## config.mk

```make
export PLATFORM = sky130hd
export DESIGN_NAME = spm_spi_master
export DESIGN_NICKNAME = d
export VERILOG_FILES = /design/src/design/spm_pkg.sv /design/src/design/spm_shift_engine.sv /design/src/design/spm_spi_master.sv
export SDC_FILE = /design/constraint.sdc
export NUM_CORES = 1
export LEC_CHECK = 0
export BUFFER_PORTS_ARGS = -buffer_cell sky130_fd_sc_hd__buf_4
export CAP_MARGIN = 5
export CORE_AREA = 2 2 111 113
export CTS_CLUSTER_DIAMETER = 30
export DETAILED_ROUTE_END_ITERATION = 7
export DIE_AREA = 0 0 113 115
export PLACE_DENSITY = 0.73
export SETUP_SLACK_MARGIN = 0.15
export SLEW_MARGIN = 20
export SYNTH_ARGS = -nofsm -noshare
export SYNTH_HDL_FRONTEND = slang
export SYNTH_HIERARCHICAL = 1
export SYNTH_SLANG_ARGS = --single-unit
```

## constraint.sdc

```tcl
create_clock -name sys_clk -period 2.5 [get_ports sys_clk]
set_clock_uncertainty 0.05 [all_clocks]
set_input_delay 0.125 -clock sys_clk [delete_from_list [all_inputs] [get_ports sys_clk]]
set_output_delay 0.125 -clock sys_clk [all_outputs]
set_load 0.01 [all_outputs]
```

## src/design/spm_pkg.sv

```systemverilog
// package: shared constants and types of the serial master
package spm_pkg;
    // register offsets on the host bus, added to the base address
    localparam logic [7:0] OFS_STATUS    = 8'h80;
    localparam logic [7:0] OFS_CONTROL   = 8'h84;
    localparam logic [7:0] OFS_SLAVE_SEL = 8'h88;
    localparam logic [7:0] OFS_TX_HOLD   = 8'h8a;
    localparam logic [7:0] OFS_RX_HOLD   = 8'h8e;
    localparam logic [15:0] BASE_ADDR_DEF = 16'h0000;

    // status bit positions
    localparam int ST_DONE     = 7;
    localparam int ST_ERR      = 6;
    localparam int ST_BUSY     = 5;
    localparam int ST_TX_EMPTY = 1;
    localparam int ST_RX_FULL  = 0;

    // control bit positions
    localparam int CT_ENABLE = 7;
    localparam int CT_INT_EN = 6;
    localparam int CT_START  = 5;
    localparam int CT_CPOL   = 4;
    localparam int CT_CPHA   = 3;
    localparam int CT_DIV_HI = 1;
    localparam int CT_DIV_LO = 0;

    // reset values
    localparam logic [7:0] CONTROL_RST   = 8'h00;
    localparam logic [7:0] SLAVE_SEL_RST = 8'h00;
    localparam logic [7:0] HOLD_RST      = 8'h00;
    localparam logic [7:0] SS_N_RST      = 8'hff;

    // input synchroniser width and idle value
    localparam int SYN_W = 22;
    localparam logic [SYN_W-1:0] SYN_RST = 22'h2f0000;

    // serial clock ratios to the system clock
    localparam int SCK_RATIO_2  = 2;
    localparam int SCK_RATIO_4  = 4;
    localparam int SCK_RATIO_8  = 8;
    localparam int SCK_RATIO_16 = 16;
    localparam int EDGES_PER_BYTE = 16;

    typedef enum logic [1:0] {
        HB_IDLE,
        HB_DECODE,
        HB_DATA,
        HB_END
    } spm_host_state_t;

    typedef enum logic {
        EN_IDLE,
        EN_RUN
    } spm_eng_state_t;

    typedef struct packed {
        logic       cpol;
        logic       cpha;
        logic [1:0] div_sel;
    } spm_cfg_t;

    typedef struct packed {
        logic [7:0] rx_byte;
        logic       done;
        logic       busy;
    } spm_eng_out_t;
endpackage

```

## src/design/spm_shift_engine.sv

```systemverilog
`timescale 1ns/10ps
// bit engine: serial clock divider and one-byte shifter
module spm_shift_engine (
    input  wire logic                  sys_clk,
    input  wire logic                  resetn,
    input  wire logic                  abort,
    input  wire spm_pkg::spm_cfg_t     cfg,
    input  wire logic                  load,
    input  wire logic [7:0]            load_byte,
    input  wire logic                  miso,
    output wire logic                  sck,
    output wire logic                  mosi,
    output wire spm_pkg::spm_eng_out_t eng
);
    spm_pkg::spm_eng_state_t state;
    spm_pkg::spm_cfg_t       cfg_q;
    logic [3:0]              half_cnt;
    logic [3:0]              edge_cnt;
    logic [7:0]              tx_sh;
    logic [7:0]              rx_sh;
    logic [7:0]              rx_q;
    logic                    sck_q;
    logic                    mosi_q;
    logic                    done_q;
    logic                    samp_d1;
    logic                    samp_d2;
    logic                    last_d1;
    logic                    last_d2;

    function automatic logic [3:0] half_len(input logic [1:0] sel);
        case (sel)
            2'b00:   half_len = 4'(spm_pkg::SCK_RATIO_2 / 2);
            2'b01:   half_len = 4'(spm_pkg::SCK_RATIO_4 / 2);
            2'b10:   half_len = 4'(spm_pkg::SCK_RATIO_8 / 2);
            default: half_len = 4'(spm_pkg::SCK_RATIO_16 / 2);
        endcase
    endfunction

    wire       run         = state == spm_pkg::EN_RUN;
    wire       tick        = run && (half_cnt == half_len(cfg_q.div_sel) - 4'h1);
    wire       odd_edge    = edge_cnt[0];
    wire       sample_edge = tick && (cfg_q.cpha ? odd_edge : !odd_edge);
    wire       drive_edge  = tick && (cfg_q.cpha ? !odd_edge : odd_edge);
    wire       last_edge   = tick && (edge_cnt == 4'(spm_pkg::EDGES_PER_BYTE - 1));
    // miso comes through two sync flops: sample it two cycles after the edge
    wire       drain       = last_d1 || last_d2;
    wire       start_byte  = load && !run && !drain;
    wire [7:0] next_rx     = samp_d2 ? {rx_sh[6:0], miso} : rx_sh;

    always_ff @(posedge sys_clk) begin
        if (!resetn || abort) begin
            state    <= spm_pkg::EN_IDLE;
            cfg_q    <= '0;
            half_cnt <= 4'h0;
            edge_cnt <= 4'h0;
            tx_sh    <= 8'h00;
            rx_sh    <= 8'h00;
            sck_q    <= 1'b0;
            mosi_q   <= 1'b0;
            done_q   <= 1'b0;
            samp_d1  <= 1'b0;
            samp_d2  <= 1'b0;
            last_d1  <= 1'b0;
            last_d2  <= 1'b0;
        end else begin
            done_q  <= last_d2;
            rx_sh   <= next_rx;
            samp_d1 <= sample_edge;
            samp_d2 <= samp_d1;
            last_d1 <= last_edge;
            last_d2 <= last_d1;
            if (start_byte) begin
                state    <= spm_pkg::EN_RUN;
                cfg_q    <= cfg;
                half_cnt <= 4'h0;
                edge_cnt <= 4'h0;
                sck_q    <= cfg.cpol;
                if (cfg.cpha) begin
                    tx_sh <= load_byte;
                end else begin
                    mosi_q <= load_byte[7];
                    tx_sh  <= {load_byte[6:0], 1'b0};
                end
            end else if (run) begin
                half_cnt <= tick ? 4'h0 : half_cnt + 4'h1;
                if (tick) begin
                    edge_cnt <= edge_cnt + 4'h1;
                    sck_q    <= ~sck_q;
                end
                if (drive_edge) begin
                    mosi_q <= tx_sh[7];
                    tx_sh  <= {tx_sh[6:0], 1'b0};
                end
                if (last_edge)
                    state <= spm_pkg::EN_IDLE;
            end else begin
                sck_q <= cfg.cpol;
            end
        end
    end

    always_ff @(posedge sys_clk) begin
        if (!resetn || abort)
            rx_q <= 8'h00;
        else if (last_d2)
            rx_q <= next_rx;
    end

    assign sck  = sck_q;
    assign mosi = mosi_q;
    assign eng  = '{rx_byte: rx_q, done: done_q, busy: run || drain};

    a_sck_idle_level: assert property (@(posedge sys_clk) disable iff (!resetn || abort)
        (!run && !load) |=> (sck_q == $past(cfg.cpol)))
        else $error("serial clock not at idle level");

    a_byte_length: assert property (@(posedge sys_clk) disable iff (!resetn || abort)
        (start_byte && cfg.div_sel == 2'b00) |-> ##19 (done_q && !run))
        else $error("byte did not end after sixteen edges");

    a_div_sixteen: assert property (@(posedge sys_clk) disable iff (!resetn || abort)
        (tick && cfg_q.div_sel == 2'b11 && !last_edge) |=> (!tick)[*7] ##1 tick)
        else $error("divide by sixteen half period wrong");

    a_mosi_first_bit: assert property (@(posedge sys_clk) disable iff (!resetn || abort)
        (start_byte && !cfg.cpha) |=> (mosi_q == $past(load_byte[7])))
        else $error("first bit not presented before first edge");
endmodule

```

## src/design/spm_spi_master.sv

```systemverilog
`timescale 1ns/10ps
// top: host bus port, registers and slave selects of the serial master
module spm_spi_master #(
    parameter logic [15:0] BASE_ADDR = spm_pkg::BASE_ADDR_DEF
) (
    input  wire logic       sys_clk,
    input  wire logic       resetn,
    input  wire logic [7:0] addr_hi,
    input  wire logic [7:0] ad_in,
    output wire logic [7:0] ad_out,
    output wire logic       ad_oe,
    input  wire logic       ale_n,
    input  wire logic       prog_fetch_n,
    input  wire logic       rd_n,
    input  wire logic       wr_n,
    output wire logic       int_n,
    output wire logic       tx_hold_empty,
    output wire logic       rx_hold_full,
    input  wire logic       contention_n,
    output wire logic [7:0] slave_sel_n,
    output wire logic       sck,
    output wire logic       mosi,
    input  wire logic       miso
);
    if (BASE_ADDR > 16'hff71) begin : g_base_check
        $error("base address leaves no room for the register block");
    end

    // two-flop synchroniser for every pin input except sys_clk and resetn
    logic [spm_pkg::SYN_W-1:0] syn_1;
    logic [spm_pkg::SYN_W-1:0] syn_2;

    wire [spm_pkg::SYN_W-1:0] syn_raw = {contention_n, miso, prog_fetch_n,
                                         wr_n, rd_n, ale_n, ad_in, addr_hi};

    always_ff @(posedge sys_clk) begin
        if (!resetn) begin
            syn_1 <= spm_pkg::SYN_RST;
            syn_2 <= spm_pkg::SYN_RST;
        end else begin
            syn_1 <= syn_raw;
            syn_2 <= syn_1;
        end
    end

    wire       contention_s = syn_2[21];
    wire       miso_s       = syn_2[20];
    wire       fetch_s      = syn_2[19];
    wire       wr_s         = syn_2[18];
    wire       rd_s         = syn_2[17];
    wire       ale_s        = syn_2[16];
    wire [7:0] ad_s         = syn_2[15:8];
    wire [7:0] hi_s         = syn_2[7:0];

    // host bus cycle tracking
    spm_pkg::spm_host_state_t hstate;
    spm_pkg::spm_host_state_t next_state;
    logic [15:0]              cyc_addr;
    logic                     rd_q;
    logic [7:0]               ad_out_q;

    function automatic logic reg_hit(input logic [15:0] a, input logic [7:0] ofs);
        reg_hit = a == 16'(BASE_ADDR + {8'h00, ofs});
    endfunction

    wire sel_status  = reg_hit(cyc_addr, spm_pkg::OFS_STATUS);
    wire sel_control = reg_hit(cyc_addr, spm_pkg::OFS_CONTROL);
    wire sel_slave   = reg_hit(cyc_addr, spm_pkg::OFS_SLAVE_SEL);
    wire sel_tx      = reg_hit(cyc_addr, spm_pkg::OFS_TX_HOLD);
    wire sel_rx      = reg_hit(cyc_addr, spm_pkg::OFS_RX_HOLD);
    wire any_sel     = sel_status | sel_control | sel_slave | sel_tx | sel_rx;
    wire strobe      = !rd_s || !wr_s;

    always_comb begin
        next_state = hstate;
        case (hstate)
            spm_pkg::HB_IDLE: begin
                if (!ale_s && fetch_s)
                    next_state = spm_pkg::HB_DECODE;
            end
            spm_pkg::HB_DECODE: begin
                if (ale_s)
                    next_state = spm_pkg::HB_IDLE;
                else if (!fetch_s)
                    next_state = spm_pkg::HB_END;
                else if (strobe && any_sel)
                    next_state = spm_pkg::HB_DATA;
                else if (strobe)
                    next_state = spm_pkg::HB_END;
            end
            spm_pkg::HB_DATA: begin
                if (!strobe || !fetch_s)
                    next_state = spm_pkg::HB_END;
            end
            spm_pkg::HB_END: begin
                if (ale_s)
                    next_state = spm_pkg::HB_IDLE;
            end
            default: next_state = spm_pkg::HB_IDLE;
        endcase
    end

    wire enter_data = hstate == spm_pkg::HB_DECODE && next_state == spm_pkg::HB_DATA;
    wire host_wr    = enter_data && !wr_s;
    wire host_rd    = enter_data && wr_s;
    wire wr_status  = host_wr && sel_status;
    wire wr_control = host_wr && sel_control;
    wire wr_slave   = host_wr && sel_slave;
    wire wr_tx      = host_wr && sel_tx;
    wire rd_rx      = host_rd && sel_rx;

    always_ff @(posedge sys_clk) begin
        if (!resetn) begin
            hstate   <= spm_pkg::HB_IDLE;
            cyc_addr <= 16'h0000;
        end else begin
            hstate <= next_state;
            if (hstate == spm_pkg::HB_IDLE && next_state == spm_pkg::HB_DECODE)
                cyc_addr <= {hi_s, ad_s};
        end
    end

    // device registers
    logic [7:0]            control;
    logic [7:0]            slave_sel;
    logic [7:0]            tx_hold_reg;
    logic [7:0]            rx_hold_reg;
    logic                  tx_empty_q;
    logic                  rx_full_q;
    logic                  spi_err;
    logic [7:0]            ss_n_q;
    logic                  int_n_q;
    logic [7:0]            status_val;
    spm_pkg::spm_eng_out_t eng;

    wire abort    = !contention_s;
    wire enable   = control[spm_pkg::CT_ENABLE];
    wire int_en   = control[spm_pkg::CT_INT_EN];
    wire start    = control[spm_pkg::CT_START];
    wire eng_load = enable && start && !tx_empty_q && !eng.busy && !wr_tx && !abort;
    wire ss_on    = enable && !abort && (start || eng.busy);

    wire spm_pkg::spm_cfg_t cfg = '{cpol: control[spm_pkg::CT_CPOL],
                                    cpha: control[spm_pkg::CT_CPHA],
                                    div_sel: control[spm_pkg::CT_DIV_HI:spm_pkg::CT_DIV_LO]};

    always_comb begin
        status_val                       = 8'h00;
        status_val[spm_pkg::ST_DONE]     = !eng.busy;
        status_val[spm_pkg::ST_ERR]      = spi_err;
        status_val[spm_pkg::ST_BUSY]     = eng.busy;
        status_val[spm_pkg::ST_TX_EMPTY] = tx_empty_q;
        status_val[spm_pkg::ST_RX_FULL]  = rx_full_q;
    end

    wire [7:0] read_data = sel_status  ? status_val  :
                           sel_control ? control     :
                           sel_slave   ? slave_sel   :
                           sel_tx      ? tx_hold_reg :
                           sel_rx      ? rx_hold_reg : 8'h00;

    always_ff @(posedge sys_clk) begin
        if (!resetn) begin
            rd_q     <= 1'b0;
            ad_out_q <= 8'h00;
        end else if (enter_data) begin
            rd_q     <= wr_s;
            ad_out_q <= read_data;
        end
    end

    always_ff @(posedge sys_clk) begin
        if (!resetn)
            control <= spm_pkg::CONTROL_RST;
        else if (abort)
            control[spm_pkg::CT_START] <= 1'b0;
        else if (wr_control)
            control <= ad_s;
    end

    always_ff @(posedge sys_clk) begin
        if (!resetn) begin
            slave_sel   <= spm_pkg::SLAVE_SEL_RST;
            tx_hold_reg <= spm_pkg::HOLD_RST;
        end else begin
            if (wr_slave)
                slave_sel <= ad_s;
            if (wr_tx)
                tx_hold_reg <= ad_s;
        end
    end

    always_ff @(posedge sys_clk) begin
        if (!resetn || abort)
            tx_empty_q <= 1'b1;
        else if (eng_load)
            tx_empty_q <= 1'b1;
        else if (wr_tx)
            tx_empty_q <= 1'b0;
    end

    always_ff @(posedge sys_clk) begin
        if (!resetn) begin
            rx_hold_reg <= spm_pkg::HOLD_RST;
            rx_full_q   <= 1'b0;
        end else if (eng.done) begin
            rx_hold_reg <= eng.rx_byte;
            rx_full_q   <= 1'b1;
        end else if (rd_rx) begin
            rx_full_q <= 1'b0;
        end
    end

    always_ff @(posedge sys_clk) begin
        if (!resetn)
            spi_err <= 1'b0;
        else if (abort)
            spi_err <= 1'b1;
        else if (wr_status && !ad_s[spm_pkg::ST_ERR])
            spi_err <= 1'b0;
    end

    wire int_cause = spi_err || (tx_empty_q && start) || (rx_full_q && !start);

    always_ff @(posedge sys_clk) begin
        if (!resetn) begin
            ss_n_q  <= spm_pkg::SS_N_RST;
            int_n_q <= 1'b1;
        end else begin
            ss_n_q  <= ~(slave_sel & {8{ss_on}});
            int_n_q <= !(int_en && int_cause);
        end
    end

    spm_shift_engine u_engine (
        .sys_clk   (sys_clk),
        .resetn    (resetn),
        .abort     (abort),
        .cfg       (cfg),
        .load      (eng_load),
        .load_byte (tx_hold_reg),
        .miso      (miso_s),
        .sck       (sck),
        .mosi      (mosi),
        .eng       (eng)
    );

    assign ad_out        = ad_out_q;
    assign ad_oe         = hstate == spm_pkg::HB_DATA && rd_q && fetch_s;
    assign int_n         = int_n_q;
    assign tx_hold_empty = tx_empty_q;
    assign rx_hold_full  = rx_full_q;
    assign slave_sel_n   = ss_n_q;

    a_ss_idle_high: assert property (@(posedge sys_clk) disable iff (!resetn)
        !ss_on |=> slave_sel_n == 8'hff)
        else $error("slave select active outside a transaction");

    a_int_off_disabled: assert property (@(posedge sys_clk) disable iff (!resetn)
        !int_en |=> int_n)
        else $error("interrupt driven while disabled");

    a_contention_abort: assert property (@(posedge sys_clk) disable iff (!resetn)
        (abort && int_en) |=> (spi_err && !start && !eng.busy) ##1 !int_n)
        else $error("contention did not abort and interrupt");

    a_tx_empty_load: assert property (@(posedge sys_clk) disable iff (!resetn)
        eng_load |=> tx_hold_empty && eng.busy)
        else $error("transmit empty not raised on load");

    a_rx_full_done: assert property (@(posedge sys_clk) disable iff (!resetn)
        eng.done |=> rx_hold_full && rx_hold_reg == $past(eng.rx_byte))
        else $error("receive byte not captured");

    a_tx_int_running: assert property (@(posedge sys_clk) disable iff (!resetn)
        (int_en && start && tx_empty_q) |=> !int_n)
        else $error("missing transmit empty interrupt");

    a_no_mid_int: assert property (@(posedge sys_clk) disable iff (!resetn)
        (int_en && start && !tx_empty_q && !spi_err) |=> int_n)
        else $error("interrupt raised for an intermediate byte");

    a_rx_int_final: assert property (@(posedge sys_clk) disable iff (!resetn)
        (int_en && !start && rx_full_q) |=> !int_n)
        else $error("missing final byte interrupt");

    a_fetch_no_drive: assert property (@(posedge sys_clk) disable iff (!resetn)
        (!fetch_s && hstate == spm_pkg::HB_DECODE) |=> !ad_oe)
        else $error("bus driven during program fetch");

    a_read_drive: assert property (@(posedge sys_clk) disable iff (!resetn)
        (host_rd && !rd_s) |=> ad_oe && ad_out == $past(read_data))
        else $error("read data not driven");
endmodule

```

==> results.sh <==
export IMPL_ant_nets=0
export IMPL_start_kind="flip-flop"
export IMPL_post_dp_hpwl_mm=9.920
export IMPL_syn_to_final_growth_pct=25.68
export IMPL_dr_first_iter_drc_count=348
export IMPL_cts_root_buffer="clkbuf_16"
export IMPL_synthArstFlopShare_pct=0
export IMPL_drive_gt1_share_pct=21.90
export IMPL_num_rows=40
export IMPL_nNetsFinal=773
export IMPL_grt_overflow_total=0
export IMPL_reg_top3="syn_1 (22), syn_2 (22), cyc_addr (16)"
export IMPL_die_w_um=113
export IMPL_crit_start="u_engine/run"
export IMPL_cts_tree="yes"
export IMPL_cts_buffer_depth=2
export IMPL_synth_cells=652
export IMPL_via_per_inst=5.435
export IMPL_dpl_instance_area_um2=6870
export IMPL_io_buffers=45
export IMPL_finalHoldViolations=0
export IMPL_slew_viol_final=0
export IMPL_path_clk_slew_ns=0.06
export IMPL_dp_cells=840
export IMPL_synth_edf_count=0
export IMPL_cp_arrival_ns=2.67
export IMPL_synth_simple_gate_area_share_pct=23.23
export IMPL_regArea_um2=3173
export IMPL_p_leak_nw=2.848
export IMPL_synthAdderAreaFrac_pct=0.4009
export IMPL_worstReg2RegEnd="u_engine/mosi"
export IMPL_antenna_found_initial=0
export IMPL_synth_area_mux_share_pct=9.220
export IMPL_numClockSinks=158
export IMPL_tightest_slew_ns=0.9345
export IMPL_outcome="complete, no violations"
export IMPL_antenna_cells=0
export IMPL_relSlewSlack_pct=37.70
export IMPL_initial_core_util_pct=52.85
export IMPL_syn_avg_cell_area_um2=9.574
export IMPL_avgRoutedWirePerCell_um=16.35
export IMPL_syn_area_um2=6242
export IMPL_crit_path_end_kind="flip-flop"
export IMPL_synth_cell_types=61
export IMPL_crit_end="u_engine/mosi"
export IMPL_synth_compound_area_share_pct=12.17
export IMPL_clk_latency_ns=0.42
export IMPL_reg2reg_depth=8
export IMPL_synth_top_family_by_area="simple AND/OR/NAND/NOR gates"
export IMPL_min_period_over_period_pct=94.23
export IMPL_drtPass1Iterations=5
export IMPL_yosysSeqAreaShare_pct=50.67
export IMPL_grt_usage_pct=23.53
export IMPL_totalWireLength_mm=14.80
export IMPL_multi_input_area_um2=2964
export IMPL_cts_max_level=4
export IMPL_hp_class="in2reg"
export IMPL_dieArea_um2=13000
export IMPL_path_class="reg2reg"
export IMPL_syn_num_nets=678
export IMPL_fill_cells=897
export IMPL_power_density_nw_per_um2=666.5
export IMPL_peakVddDrop_v=0.0005165
export IMPL_cp_max_fo=6
export IMPL_drc_errors=0
export IMPL_cts_buffers=17
export IMPL_setup_viol=0
export IMPL_die_h_um=115
export IMPL_synth_seq_cells=158
export IMPL_cap_viol_max_count=0
export IMPL_synthXorXnorAreaFrac_pct=0.8419
export IMPL_yosys_warnings=6
export IMPL_fmax_ghz=0.4245
export IMPL_grt_pass1_wl_mm=23.74
export IMPL_final_cell_area_um2=7845
export IMPL_synth_main_ff_cell="dfxtp_1"
export IMPL_r2r_start="u_engine/run"
export IMPL_grt_pass1_vias=4850
export IMPL_fin_cells=905
export IMPL_grt_max_degree=79
export IMPL_fin_crit_ns=2.356
export IMPL_rsz0062_at_grt="true"
export IMPL_vias=4919
export IMPL_gp_congestion=0.8934
export IMPL_r2r_slack_ns=0.14
export IMPL_core_um2=11810
export IMPL_io_pins=46
export IMPL_worstPathRequired_ns=2.82
per-layer routing:
layer  vias to the layer above  global-route usage, %  routed length (µm)
met2                       129                  40.40                7369
li1                       2443                      -                   -
met4                         0                  9.919                 359
met3                        23                  6.168                 686
met1                      2324                  28.12                6383
met5                         -                      0                   0
area by class of cell:
cell class / count / share of cell area [%]
Multi-Input combinational cell: 449 / 37.78
Tap cell: 147 / 2.344
Sequential cell: 158 / 40.45
Inverter: 6 / 0.2871
Clock inverter: 11 / 1.515
Timing Repair Buffer: 115 / 11.98
Clock buffer: 19 / 5.646
synth_stat cells, drive strengths merged, types with 3 or more instances:
library cell / count / share of area (%)
a21oi: 19 / 1.6
o21ai: 23 / 1.9
clkbuf: 28 / 2.0
nor3: 13 / 1.1
a21boi: 21 / 2.5
xnor2: 3 / 0.42
and2: 38 / 3.8
xor2: 3 / 0.42
nand4: 4 / 0.40
or4: 4 / 0.66
nor2b: 29 / 2.9
o211ai: 12 / 1.4
mux2i: 53 / 8.5
inv: 6 / 0.36
nor3b: 4 / 0.56
nor4: 7 / 1.0
nand2: 94 / 5.7
mux2: 4 / 0.72
dfxtp: 158 / 51
nor2: 35 / 2.1
a211oi: 9 / 1.1
a31oi: 4 / 0.64
a2111oi: 3 / 0.42
nand3: 20 / 1.6
or3: 7 / 0.80
buf: 11 / 1.1
nand2b: 14 / 1.4
or4b: 3 / 0.48
worst min-delay path by stage:
stage	start	end	cells past startpoint
2_1_floorplan	ale_n	syn_1[16]	1
5_1_grt	resetn	int_n	2
3_5_place_dp	ale_n	syn_1[16]	2
3_3_place_gp	ale_n	syn_1[16]	2
6_report	resetn	int_n	2
4_1_cts	resetn	int_n	2
worst max-delay path, cell delays in order, from the launching register on:
cell     delay [ns]
dfxtp_2        0.32
or3_4          0.39
inv_2          0.06
and3_4         0.18
nor4b_4        0.24
or4b_4         0.56
a21oi_1        0.21
or2_4          0.15
o221a_1        0.15
timing repair:
action / in CTS / in global routing
hold buffers: 22 / 0
pin swaps: 1 / 7
endpoints found under the setup margin: 14 / 23
endpoints found under the hold margin: 22 / 0
cloned: 0 / 2
resized for setup: 8 / 19
buffers inserted: 2 / 9
per-stage QoR:
stage                     power, mW  setup slack [ns]  TNS [ns]  hold WS [ns]  utilization, %
after global placement        2.778          -0.07474   -0.1987        0.2601           58.17
after global routing          5.395           0.03965         0       0.09300           66.42
after detailed placement      2.784          -0.01959  -0.03182        0.2602           58.17
after CTS                     5.250           0.08529         0       0.06127           65.18
after floorplan               2.722           0.09598         0        0.1765               -
final                         5.229            0.1443         0       0.07525           66.42
layout by cell type, fill, tap and decap left out, types with 3 or more instances in the layout:
cell,netlist,layout
dfxtp_1,158,150
nand2_1,94,93
buf_4,4,88
mux2i_1,53,53
and2_1,38,38
nor2_1,35,35
nor2b_1,29,29
o21ai_0,22,22
dlygate4sd3_1,0,22
a21boi_0,21,21
nand3_1,20,20
a21oi_1,18,18
clkbuf_16,0,17
nand2b_1,14,14
o211ai_1,12,12
nor3_1,12,10
a211oi_1,9,9
dfxtp_2,0,8
inv_1,6,5
nand4_1,4,4
nor4_1,5,4
or3_1,5,4
mux2_2,4,4
clkinv_2,0,4
clkinvlp_4,0,4
or4_4,3,3
nor3_2,1,3
a31oi_1,3,3
a2111oi_2,0,3
xnor2_1,3,3
nor3b_1,3,3
buf_6,1,3
xor2_1,3,3
power breakdown:
group / switching [mW] / internal [mW] / total [mW] / leakage [nW]
clock network: 0.990 / 1.48 / 2.47 / 0.267
logic: 0.0851 / 0.0970 / 0.182 / 1.30
registers: 0.0238 / 2.56 / 2.58 / 1.29
total: 1.10 / 4.13 / 5.23 / 2.85
logic make-up (layout without fill, tap and decap cells):
logic type | count (synthesis) | after routing
AO/OA/AOI/OAI | 107 | 107
XOR/XNOR | 6 | 6
adder cells (fa/ha/maj) | 2 | 2
buffers and inverters | 45 | 151
flip-flops | 158 | 158
multiplexers | 57 | 57
AND/OR/NAND/NOR | 277 | 277
(Power assumes the default switching activity.)
